### config.mk
export PLATFORM = sky130hd
export DESIGN_NAME = dual_timer_event_counter
export DESIGN_NICKNAME = d
export VERILOG_FILES = /design/src/core/dual_counter_pkg.sv /design/src/core/counter_ctl_if.sv /design/src/core/counter_channel.sv /design/src/core/dual_timer_event_counter.sv
export SDC_FILE = /design/constraint.sdc
export NUM_CORES = 1
export LEC_CHECK = 0
export BUFFER_PORTS_ARGS = -buffer_cell sky130_fd_sc_hd__buf_4
export CORE_ASPECT_RATIO = 0.5
export CORE_MARGIN = 8
export CORE_UTILIZATION = 49
export DETAILED_ROUTE_END_ITERATION = 12
export MAX_ROUTING_LAYER = met4
export PLACE_DENSITY = 0.72
export SLEW_MARGIN = 10
export SYNTH_ARGS = -nofsm -noshare
export SYNTH_HDL_FRONTEND = slang
export SYNTH_SLANG_ARGS = --single-unit
### constraint.sdc
create_clock -name aclk -period 2.5 [get_ports aclk]
set_input_delay 0 -clock aclk [delete_from_list [all_inputs] [get_ports aclk]]
set_output_delay 0 -clock aclk [all_outputs]
set_load 0.005 [all_outputs]
### src/core/dual_counter_pkg.sv
// Constants, register map and types for the dual 16-bit timer/event counter.
// Assumes a single 200 MHz clock and an AXI4-Lite slave front end.
// Functional notes
// - Two 16-bit up-counters, clock divided by four
// - Low-byte write fills holding buffer only
// - High-byte write loads byte plus buffer into preload
// - High-byte read latches live low byte
// - High-byte read blocks counter clock briefly
// - Count to FFFF, then reload from preload
// - Overflow sets request flag, one cycle after reload
// - Run bit 4 enables counting
// - Run bit cleared by software or at pulse-width end
// - Pulse-width mode clears run bit when done
// - Pulse-width: start on edge, stop on return
// - Pulse-width overflow reloads and flags too
// - Control bit 3 selects active edge
// - Mode field bits 7:6 encoding
// - Event mode counts pin edges, timer instruction clock
// - Overflow is a wake-up source
// - Cleared irq enable suppresses interrupt service
// - Stopped: preload write also loads counter
// - Running: preload write waits for reload
// - Control bits 0-2 and 5 read zero
// - Counter 1 at 0F, 10, 11 behaves same
package dual_counter_pkg;

	// --------------------------------------------------------------
	// Register map (printed offsets are indices; byte address is 4x)
	// --------------------------------------------------------------
	localparam logic [7:0] IDX_C0_HIGH   = 8'h0C;
	localparam logic [7:0] IDX_C0_LOW    = 8'h0D;
	localparam logic [7:0] IDX_C0_CTRL   = 8'h0E;
	localparam logic [7:0] IDX_C1_HIGH   = 8'h0F;
	localparam logic [7:0] IDX_C1_LOW    = 8'h10;
	localparam logic [7:0] IDX_C1_CTRL   = 8'h11;
	localparam logic [7:0] IDX_INTERRUPT_CONTROL_REGISTER      = 8'h0B;
	localparam logic [7:0] IDX_STEP      = 8'h03;

	// --------------------------------------------------------------
	// Field positions and values
	// --------------------------------------------------------------
	localparam int         BIT_EDGE      = 3;
	localparam int         BIT_RUN       = 4;
	localparam int         BIT_MODE_LO   = 6;
	localparam logic [7:0] CTRL_MASK     = 8'hD8;
	localparam logic [7:0] CTRL_RESET    = 8'h08;
	localparam int         BIT_IEN0      = 2;
	localparam int         BIT_IEN1      = 3;
	localparam int         BIT_FLAG0     = 5;
	localparam int         BIT_FLAG1     = 6;
	localparam logic [1:0] MODE_EVENT    = 2'h1;
	localparam logic [1:0] MODE_TIMER    = 2'h2;
	localparam logic [1:0] MODE_PULSE    = 2'h3;
	localparam logic [1:0] RESP_OKAY     = 2'h0;
	localparam logic [1:0] RESP_SLVERR   = 2'h2;

	// --------------------------------------------------------------
	// Timing
	// --------------------------------------------------------------
	localparam int         CLK_DIV       = 4;
	localparam logic [1:0] DIV_LAST      = 2'(CLK_DIV - 1);

	typedef enum logic [1:0] {PW_IDLE, PW_ARMED, PW_MEASURE, PW_DONE} pw_state_t;

endpackage : dual_counter_pkg

### src/core/counter_ctl_if.sv
// Carrier between the register front end and one counter channel.
// Assumes both ends sit in the aclk domain.
`timescale 1ns/100ps
interface counter_ctl_if;
	logic [7:0]  wr_data;
	logic        wr_low;
	logic        wr_high;
	logic        wr_ctrl;
	logic        rd_high;
	logic [7:0]  control;
	logic [7:0]  read_high;
	logic [7:0]  read_low;
	logic        overflow;

	modport front (output wr_data, wr_low, wr_high, wr_ctrl, rd_high,
		input control, read_high, read_low, overflow);
	modport chan  (input wr_data, wr_low, wr_high, wr_ctrl, rd_high,
		output control, read_high, read_low, overflow);
endinterface : counter_ctl_if

### src/core/counter_channel.sv
// One 16-bit timer/event counter with preload, holding buffer and control.
// Assumes tick is a one-cycle enable every fourth aclk; ext_in synchronous.
`timescale 1ns/100ps
module counter_channel
	import dual_counter_pkg::*;
(
	input  wire logic aclk,
	input  wire logic aresetn,
	input  wire logic tick,
	input  wire logic ext_in,
	counter_ctl_if.chan ctl
);

	typedef struct packed {
		logic [15:0] count;
		logic [15:0] preload;
		logic [7:0]  hold_low;
		logic [7:0]  control;
		logic        ext_prev;
		logic        blocked;
		logic        ovf;
		pw_state_t   pw;
	} chan_state_t;

	chan_state_t st;
	chan_state_t next_st;

	// ----------------------------------------------------------------
	// Next-state logic
	// ----------------------------------------------------------------
	always_comb begin
		logic [1:0]  mode;
		logic        run;
		logic        active_edge;
		logic        back_edge;
		logic        step;
		logic        rise;
		logic        fall;
		mode        = st.control[7:6];
		run         = st.control[BIT_RUN];
		rise        = ext_in & ~st.ext_prev;
		fall        = ~ext_in & st.ext_prev;
		active_edge = st.control[BIT_EDGE] ? fall : rise;
		back_edge   = st.control[BIT_EDGE] ? rise : fall;
		next_st     = st;
		next_st.ext_prev = ext_in;
		next_st.ovf      = 1'b0;
		next_st.blocked  = ctl.rd_high;
		step = 1'b0;
		// Pulse-width sequencer
		if (mode == MODE_PULSE && run) begin
			case (st.pw)
				PW_IDLE, PW_DONE: next_st.pw = PW_ARMED;
				PW_ARMED: if (active_edge) next_st.pw = PW_MEASURE;
				PW_MEASURE: begin
					if (back_edge) begin
						next_st.pw = PW_DONE;
						next_st.control[BIT_RUN] = 1'b0;
					end
				end
				default: next_st.pw = PW_IDLE;
			endcase
		end
		// Counting source by mode
		if (run && !ctl.rd_high && !st.blocked) begin
			case (mode)
				MODE_TIMER: step = tick;
				MODE_EVENT: step = active_edge;
				MODE_PULSE: step = tick && st.pw == PW_MEASURE;
				default:    step = 1'b0;
			endcase
		end
		if (step) begin
			if (st.count == 16'hFFFF) begin
				next_st.count = st.preload;
				next_st.ovf   = 1'b1;
			end else begin
				next_st.count = st.count + 16'h0001;
			end
		end
		// Register accesses
		if (ctl.rd_high) next_st.hold_low = st.count[7:0];
		if (ctl.wr_low) next_st.hold_low = ctl.wr_data;
		if (ctl.wr_high) begin
			next_st.preload = {ctl.wr_data, st.hold_low};
			if (!run) next_st.count = {ctl.wr_data, st.hold_low};
		end
		if (ctl.wr_ctrl) begin
			next_st.control = ctl.wr_data & CTRL_MASK;
			if (ctl.wr_data[BIT_RUN]) next_st.pw = PW_IDLE;
		end
	end

	// ----------------------------------------------------------------
	// State register
	// ----------------------------------------------------------------
	always_ff @(posedge aclk) begin
		if (!aresetn) begin
			st         <= '0;
			st.control <= CTRL_RESET;
			st.pw      <= PW_IDLE;
		end else begin
			st <= next_st;
		end
	end

	assign ctl.control   = st.control;
	assign ctl.read_high = st.count[15:8];
	assign ctl.read_low  = st.hold_low;
	assign ctl.overflow  = st.ovf;

endmodule : counter_channel

### src/core/dual_timer_event_counter.sv
// Top of the dual timer/event counter: AXI4-Lite slave, divider, flags.
// Assumes aclk at 200 MHz, synchronous active-low reset, synchronous pins.
//
// Decided for this implementation: the AXI4-Lite register port.
`timescale 1ns/100ps
module dual_timer_event_counter
	import dual_counter_pkg::*;
(
	input  wire logic        aclk,
	input  wire logic        aresetn,
	input  wire logic [7:0]  s_axi_awaddr,
	input  wire logic        s_axi_awvalid,
	output logic             s_axi_awready,
	input  wire logic [31:0] s_axi_wdata,
	input  wire logic [3:0]  s_axi_wstrb,
	input  wire logic        s_axi_wvalid,
	output logic             s_axi_wready,
	output logic [1:0]       s_axi_bresp,
	output logic             s_axi_bvalid,
	input  wire logic        s_axi_bready,
	input  wire logic [7:0]  s_axi_araddr,
	input  wire logic        s_axi_arvalid,
	output logic             s_axi_arready,
	output logic [31:0]      s_axi_rdata,
	output logic [1:0]       s_axi_rresp,
	output logic             s_axi_rvalid,
	input  wire logic        s_axi_rready,
	input  wire logic [1:0]  external_count_input,
	output logic             wake_request,
	output logic             counter0_service,
	output logic             counter1_service
);

	typedef struct packed {
		logic [1:0]  div;
		logic        tick;
		logic        aw_held;
		logic [7:0]  aw_addr;
		logic        w_held;
		logic [7:0]  w_data;
		logic        w_lane0;
		logic        bvalid;
		logic [1:0]  bresp;
		logic        rvalid;
		logic [31:0] rdata;
		logic [1:0]  rresp;
		logic [7:0]  interrupt_control_register;
		logic        wake;
		logic [1:0]  service;
	} top_state_t;

	top_state_t st;
	top_state_t next_st;

	counter_ctl_if ch0 ();
	counter_ctl_if ch1 ();

	// Register index from a byte address; unaligned gives no match
	function automatic logic [7:0] reg_index(input logic [7:0] addr);
		reg_index = (addr[1:0] == 2'h0) ? {2'h0, addr[7:2]} : 8'hFF;
	endfunction : reg_index

	// ----------------------------------------------------------------
	// Counter channels (second at the next three indices)
	// ----------------------------------------------------------------
	counter_channel u_ch0 (
		.aclk    (aclk),
		.aresetn (aresetn),
		.tick    (st.tick),
		.ext_in  (external_count_input[0]),
		.ctl     (ch0.chan)
	);
	counter_channel u_ch1 (
		.aclk    (aclk),
		.aresetn (aresetn),
		.tick    (st.tick),
		.ext_in  (external_count_input[1]),
		.ctl     (ch1.chan)
	);

	// ----------------------------------------------------------------
	// Bus decode and next state
	// ----------------------------------------------------------------
	always_comb begin
		logic       do_wr;
		logic       do_rd;
		logic [7:0] widx;
		logic [7:0] ridx;
		logic [7:0] rbyte;
		logic       rhit;
		logic       whit;
		rbyte   = 8'h00;
		next_st = st;
		// Instruction-clock enable, one pulse in four
		next_st.div  = (st.div == DIV_LAST) ? 2'h0 : st.div + 2'h1;
		next_st.tick = (st.div == DIV_LAST);
		if (s_axi_awvalid && !st.aw_held) begin
			next_st.aw_held = 1'b1;
			next_st.aw_addr = s_axi_awaddr;
		end
		if (s_axi_wvalid && !st.w_held) begin
			next_st.w_held  = 1'b1;
			next_st.w_data  = s_axi_wdata[7:0];
			next_st.w_lane0 = s_axi_wstrb[0];
		end
		do_wr = st.aw_held && st.w_held && !st.bvalid;
		do_rd = s_axi_arvalid && !st.rvalid;
		widx  = reg_index(st.aw_addr);
		ridx  = reg_index(s_axi_araddr);
		whit  = widx == IDX_INTERRUPT_CONTROL_REGISTER ||
			(widx >= IDX_C0_HIGH && widx <= IDX_C1_CTRL);
		ch0.wr_data = st.w_data;
		ch1.wr_data = st.w_data;
		ch0.wr_low  = do_wr && st.w_lane0 && widx == IDX_C0_LOW;
		ch0.wr_high = do_wr && st.w_lane0 && widx == IDX_C0_HIGH;
		ch0.wr_ctrl = do_wr && st.w_lane0 && widx == IDX_C0_CTRL;
		ch1.wr_low  = do_wr && st.w_lane0 && widx == IDX_C1_LOW;
		ch1.wr_high = do_wr && st.w_lane0 && widx == IDX_C1_HIGH;
		ch1.wr_ctrl = do_wr && st.w_lane0 && widx == IDX_C1_CTRL;
		ch0.rd_high = do_rd && ridx == IDX_C0_HIGH;
		ch1.rd_high = do_rd && ridx == IDX_C1_HIGH;
		if (do_wr) begin
			next_st.aw_held = 1'b0;
			next_st.w_held  = 1'b0;
			next_st.bvalid  = 1'b1;
			next_st.bresp   = whit ? RESP_OKAY : RESP_SLVERR;
		end
		if (st.bvalid && s_axi_bready) next_st.bvalid = 1'b0;
		// Read mux
		rhit = 1'b1;
		if (ridx == IDX_C0_HIGH) begin
			rbyte = ch0.read_high;
		end else if (ridx == IDX_C0_LOW) begin
			rbyte = ch0.read_low;
		end else if (ridx == IDX_C0_CTRL) begin
			rbyte = ch0.control;
		end else if (ridx == IDX_C1_HIGH) begin
			rbyte = ch1.read_high;
		end else if (ridx == IDX_C1_LOW) begin
			rbyte = ch1.read_low;
		end else if (ridx == IDX_C1_CTRL) begin
			rbyte = ch1.control;
		end else if (ridx == IDX_INTERRUPT_CONTROL_REGISTER) begin
			rbyte = st.interrupt_control_register;
		end else begin
			rbyte = 8'h00;
			rhit  = 1'b0;
		end
		if (do_rd) begin
			next_st.rvalid = 1'b1;
			next_st.rdata  = {24'h000000, rbyte};
			next_st.rresp  = rhit ? RESP_OKAY : RESP_SLVERR;
		end
		if (st.rvalid && s_axi_rready) next_st.rvalid = 1'b0;
		// Interrupt control register: software write, then hardware set wins
		if (do_wr && st.w_lane0 && widx == IDX_INTERRUPT_CONTROL_REGISTER) next_st.interrupt_control_register = st.w_data & 8'h6C;
		if (ch0.overflow) next_st.interrupt_control_register[BIT_FLAG0] = 1'b1;
		if (ch1.overflow) next_st.interrupt_control_register[BIT_FLAG1] = 1'b1;
		next_st.wake = ch0.overflow | ch1.overflow;
		next_st.service[0] = next_st.interrupt_control_register[BIT_FLAG0] & next_st.interrupt_control_register[BIT_IEN0];
		next_st.service[1] = next_st.interrupt_control_register[BIT_FLAG1] & next_st.interrupt_control_register[BIT_IEN1];
	end

	// ----------------------------------------------------------------
	// State register
	// ----------------------------------------------------------------
	always_ff @(posedge aclk) begin
		if (!aresetn) begin
			st <= '0;
		end else begin
			st <= next_st;
		end
	end

	// Outputs straight from flip-flops
	assign s_axi_awready    = ~st.aw_held;
	assign s_axi_wready     = ~st.w_held;
	assign s_axi_bvalid     = st.bvalid;
	assign s_axi_bresp      = st.bresp;
	assign s_axi_arready    = ~st.rvalid;
	assign s_axi_rvalid     = st.rvalid;
	assign s_axi_rdata      = st.rdata;
	assign s_axi_rresp      = st.rresp;
	assign wake_request     = st.wake;
	assign counter0_service = st.service[0];
	assign counter1_service = st.service[1];

endmodule : dual_timer_event_counter

### Word-level counts from Yosys, hierarchy flattened

Index checks and enable logic that the tools add are counted.
Widths: inputs -> output; s select.

* register bits: 141
* output and inout port bits: 44
* word-level logic and storage cells: 202

* add/subtract/negate cells: 3
* magnitude comparators: 2
* equal/unequal tests: 29
* muxes and demuxes: 63
* bitwise gates (word level): 15
* reductions and logical operators: 57

Operators with widths (number)
* $mux 16: 6
* $mux 8: 12
* $eq 8x4->1 const B: 10
* $mux 32: 2
* $add 16x1->16 const B: 2
* $eq 16x16->1 const B: 2
* $eq 8x5->1 const B: 4
* $logic_and 1x1->1: 26
* $mux 2: 12
* $mux 1: 23
* $eq 2x2->1 const B: 9
* $reduce_bool 2->1: 8
* $mux 7: 2
* $pmux 2 s3: 2
* $reduce_or 2->1: 6
* $mux 5: 2
* $eq 2x1->1 const B: 4
* $ge 8x4->1 const B: 1
* $le 8x5->1 const B: 1
* $logic_not 1->1: 8
* $logic_not 2->1: 4
* $not 1->1: 8
* $and 1x1->1: 6
* $pmux 1 s3: 2
* other kinds (5): 7

### Logic depth before layout (Yosys ltp)

* depth in word-level cells: 11
* depth in mapped cells: 10

### By module

Synthesis repeated with hierarchy kept, for this count alone.

* cell total of the unflattened synthesis: 976
* area total of the unflattened synthesis: 8112.8 µm²

Modules (own cells, without submodules)
* counter_channel: instances 2, cells each 330, area an instance 2847.7 µm²
* dual_timer_event_counter: instances 1, cells each 316, area an instance 2417.3 µm²

### Worst setup path after synthesis

No wires, ideal clock.

* path type: reg-to-reg
* start point: register u_ch1.st[37] in the netlist's numbering
* end point: register u_ch1.st[39] in the netlist's numbering
* library setup time: 130 ps
* arrival time: 2097 ps
* data required time: 2370 ps
* path slack: 274 ps
* cell stages (with the launch flop): 8
* path buffers: 0
* clock period less this slack: 2226 ps
* path through: dfxtp_1 > ha_1 > nand4_1 > nor4_2 > mux2_2 > mux2_2 > o21ai_0 > a21oi_1

* cells in the longest elaborated chain, start to end: 5

Ends and longest elaborated chain
* from (decl): RTL line counter_channel.sv:25 `chan_state_t st;`
* from (signal assigned): RTL line counter_channel.sv:103 `st <= next_st;`
* $add 16x1->16 / $eq 16x16->1 (equally long branches): RTL line counter_channel.sv:78, counter_channel.sv:74
* $mux 16 *: RTL line counter_channel.sv:74 `if (st.count == 16'hFFFF) begin`
* $mux 16 *: RTL line counter_channel.sv:73 `if (step) begin`
* $mux 16: RTL line counter_channel.sv:86 `if (!run) next_st.count = {ctl.wr_data, st.hold_low};`
* $mux 32 *: RTL line counter_channel.sv:84 `if (ctl.wr_high) begin`

Every way passes the cells marked *; elsewhere a longest branch is shown, timed or not.
A chain may end at the register's enable or synchronous reset.

### Final worst setup path

* start point: register u_ch0.st[1] in the netlist's numbering
* end point: register u_ch0.st (netlist bit u_ch0.ctl.read_high[2])

* cells in the longest elaborated chain, start to end: 7

Ends and longest elaborated chain
* from (decl): RTL line counter_channel.sv:25
* from (signal assigned): RTL line counter_channel.sv:103
* $eq 2x2->1 *: RTL line counter_channel.sv:69 `MODE_PULSE: step = tick && st.pw == PW_MEASURE;`
* $logic_and 1x1->1 *: RTL line counter_channel.sv:69
* $pmux 1 s3 *: RTL line counter_channel.sv:66 `case (mode)`
* $mux 1 *: RTL line counter_channel.sv:65 `if (run && !ctl.rd_high && !st.blocked) begin`
* $mux 16 *: RTL line counter_channel.sv:73
* $mux 16: RTL line counter_channel.sv:86
* $mux 32 *: RTL line counter_channel.sv:84

Marks and branches as above.

==> reports/metrics.cfg <==
[outcome]
status=complete, no violations

[placed_design]
post-dp-hpwl_um=15900
gp_congestion=0.983
dp_worst_setup_slack_ps=143
dp_cells=1143
port_buffers=51
dpl_cell_area_um2=7860

[clocking]
cts_tree=yes
clk_pin_slew_ps=60
htreeDepth=4
clockBufferDepth=2
clk_latency_ps=420
numClockSinks=139
root_buffer=clkbuf_16
cts_buffers=17
cts_setup_buffers=0

[finish]
drive_above_1_share_pct=14.4
layout_commonest_cell=nand2_1
final_cell_mix=155 x nand2_1, 139 x dfxtp_1, 97 x a21oi_1
regArea_um2=2780
fillers=1290
final_area_um2=8800
syn_to_final_growth_pct=19.9
nets=1056
final_cells=1199
post-route-util_pct=60.5
multi_input_comb_area_um2=4050

[floorplan]
placementRows=31
die_h_um=103
num_io_pins=105
die-width_um=189
die_area_um2=19400
core_um2=14500
start_util_pct=50.5

[yosys]
syn_area_um2=7340
syn_avg_cell_area_um2=7.94
synth_cell_types=73
ys_seq_area_share_pct=37.9
synth-edff-count=0
async_flop_share_pct=0
syn_inst=925
synth_top_area_cell=dfxtp_1
synthFlopType=dfxtp_1
synth_seq_cells=139
yosys_warnings=0
synth_top_cell_area_share_pct=37.9
yosys-top-cells-area=dfxtp_1 38%, nand2_1 7.9%, a21oi_1 6.6%, mux2i_1 5.7%, buf_4 3.8%

[power_and_ir_drop]
p_int_mw=4.37
p_total_mw=5.64
ir_drop_v=0.000405
p_seq_share_pct=40.9
powerDensity_nw_per_um2=640
combPwrFrac_pct=5.6
p_switching_mw=1.26
leakage_nw=3.32
pwr-share-clk_pct=53.5
switching_share_pct=22.4

[timing]
tightest_slew_ps=918
rsz0062_at_grt=no
fin_crit_sh_pct=90.8
whs_ps=33.9
setup_viol=0
finalClockSkew_ps=12.8
finalMaxSlewViolations=0
min_period_ps=2270
max_freq_ghz=0.441
setup_slack_ps=230
finalHoldViolations=0
maxSlewHeadroom_pct=38.7
fin_tns_setup_ps=0

[worst_setup_path]
worstSetupStartpointType=register
criticalPathCategory=register to register
crit_fanout=4
worst_ep_required_time_ps=2780
crit_arrival_ps=2550
end_kind=register

[routing]
ant_nets=0
viasPerCell=6.02
drt_iter0_markers=823
wl_per_cell_um=19.3
drt_first_pass_iters=7
via_count=7217
drc=0
drt_wl_total_um=23200

[global_route]
use_met2_pct=38.0
grt_usage_pct=24.6
antenna_found_initial=1
grt_pass1_wl_um=36900
grt_max_degree=41
use_met1_pct=30.9
met3_usage_pct=5.67
gr-total-overflow=0
grt_pass1_vias=6890
grt_busiest_layer=met2

[run]
drv_cap=0

[worst_hold_path]
hold_path.class=input pin to register

Yosys cell counts, drive strengths merged, types with 4 or more instances:
cell type and instances:
a2111oi 4, a211oi 28, a21boi 6, a21o 4
a21oi 97, a311o 4, a311oi 6, a31oi 11
and2 10, and3 13, and4 4, and4b 4
buf 44, clkbuf 50, dfxtp 139, ha 7
inv 24, mux2 5, mux2i 42, nand2 155
nand2b 12, nand3 26, nand3b 4, nand4 13
nor2 65, nor2b 5, nor3 21, nor4 6
o211ai 7, o21a 4, o21ai 37, o22ai 6
o31ai 4, or3 7
area by class of cell:
| class | count | area share (%) |
|---|---|---|
| Multi-Input combinational cell | 693 | 46.0 |
| Inverter | 24 | 1.02 |
| Tap cell | 198 | 2.81 |
| Timing Repair Buffer | 113 | 10.6 |
| Clock buffer | 18 | 4.88 |
| Clock inverter | 13 | 3.01 |
| Sequential cell | 139 | 31.6 |
| Antenna cell | 1 | 0.0284 |
registers in the layout, summed over array words and instances (netlist names), 4 cells and up:
register             cells
u_ch0.ctl.read_low       8
u_ch1.st                28
u_ch0.st                28
u_ch1.ctl.control        4
u_ch0.ctl.control        4
u_ch1.ctl.read_low       8
ch0.wr_data              8
s_axi_rdata              8
u_ch0.ctl.read_high      8
st                      18
u_ch1.ctl.read_high      8
worst paths after layout:
path,cells past startpoint,slack [ps],to,startpoint
setup / recovery,8,230,u_ch0.ctl.read_high[2],u_ch0.st[1]
hold / removal,3,30,s_axi_rdata[6],s_axi_araddr[3]
setup reg to reg,8,230,u_ch0.ctl.read_high[2],u_ch0.st[1]
hold reg to reg,1,430,st[69],st[69]
cells by family after synthesis:
| family | Yosys count | share of synthesized area (%) |
|---|---|---|
| simple gates | 362 | 23.9 |
| compound gates | 251 | 22.1 |
| flops | 139 | 37.9 |
| other cells | 1 | 0.0511 |
| buf+inv | 118 | 8.33 |
| fa+ha+maj | 7 | 1.19 |
| mux | 47 | 6.49 |
per-layer routing:
layer | vias to the layer above | wire length (um)
met5 | - | 0
met4 | 0 | 620
met3 | 55 | 1960
met2 | 346 | 10300
met1 | 3438 | 10200
li1 | 3378 | -
worst max-delay path: stages (launching register included):
cell,delay [ps]
dfxtp_1,370
ha_1,250
inv_1,110
a2111oi_2,370
buf_4,170
o21ai_0,190
nor3_2,360
a311o_1,240
a21oi_1,70
power groups by stage:
| stage | clock network, mW | registers, mW | logic (mW) |
|---|---|---|---|
| 2_1_floorplan | 0 | 2.32 | 0.211 |
| 3_3_place_gp | 0 | 2.35 | 0.274 |
| 3_5_place_dp | 0 | 2.35 | 0.279 |
| 4_1_cts | 3.02 | 2.30 | 0.311 |
| 5_1_grt | 3.13 | 2.31 | 0.346 |
| 6_report | 3.01 | 2.31 | 0.316 |
what timing repair did:
item,4_1_cts,5_1_grt
resized for setup,0,3
endpoints found under the hold margin,23,0
hold buffers,24,0
setup endpoints to repair,0,13
(Power assumes the default switching activity.)
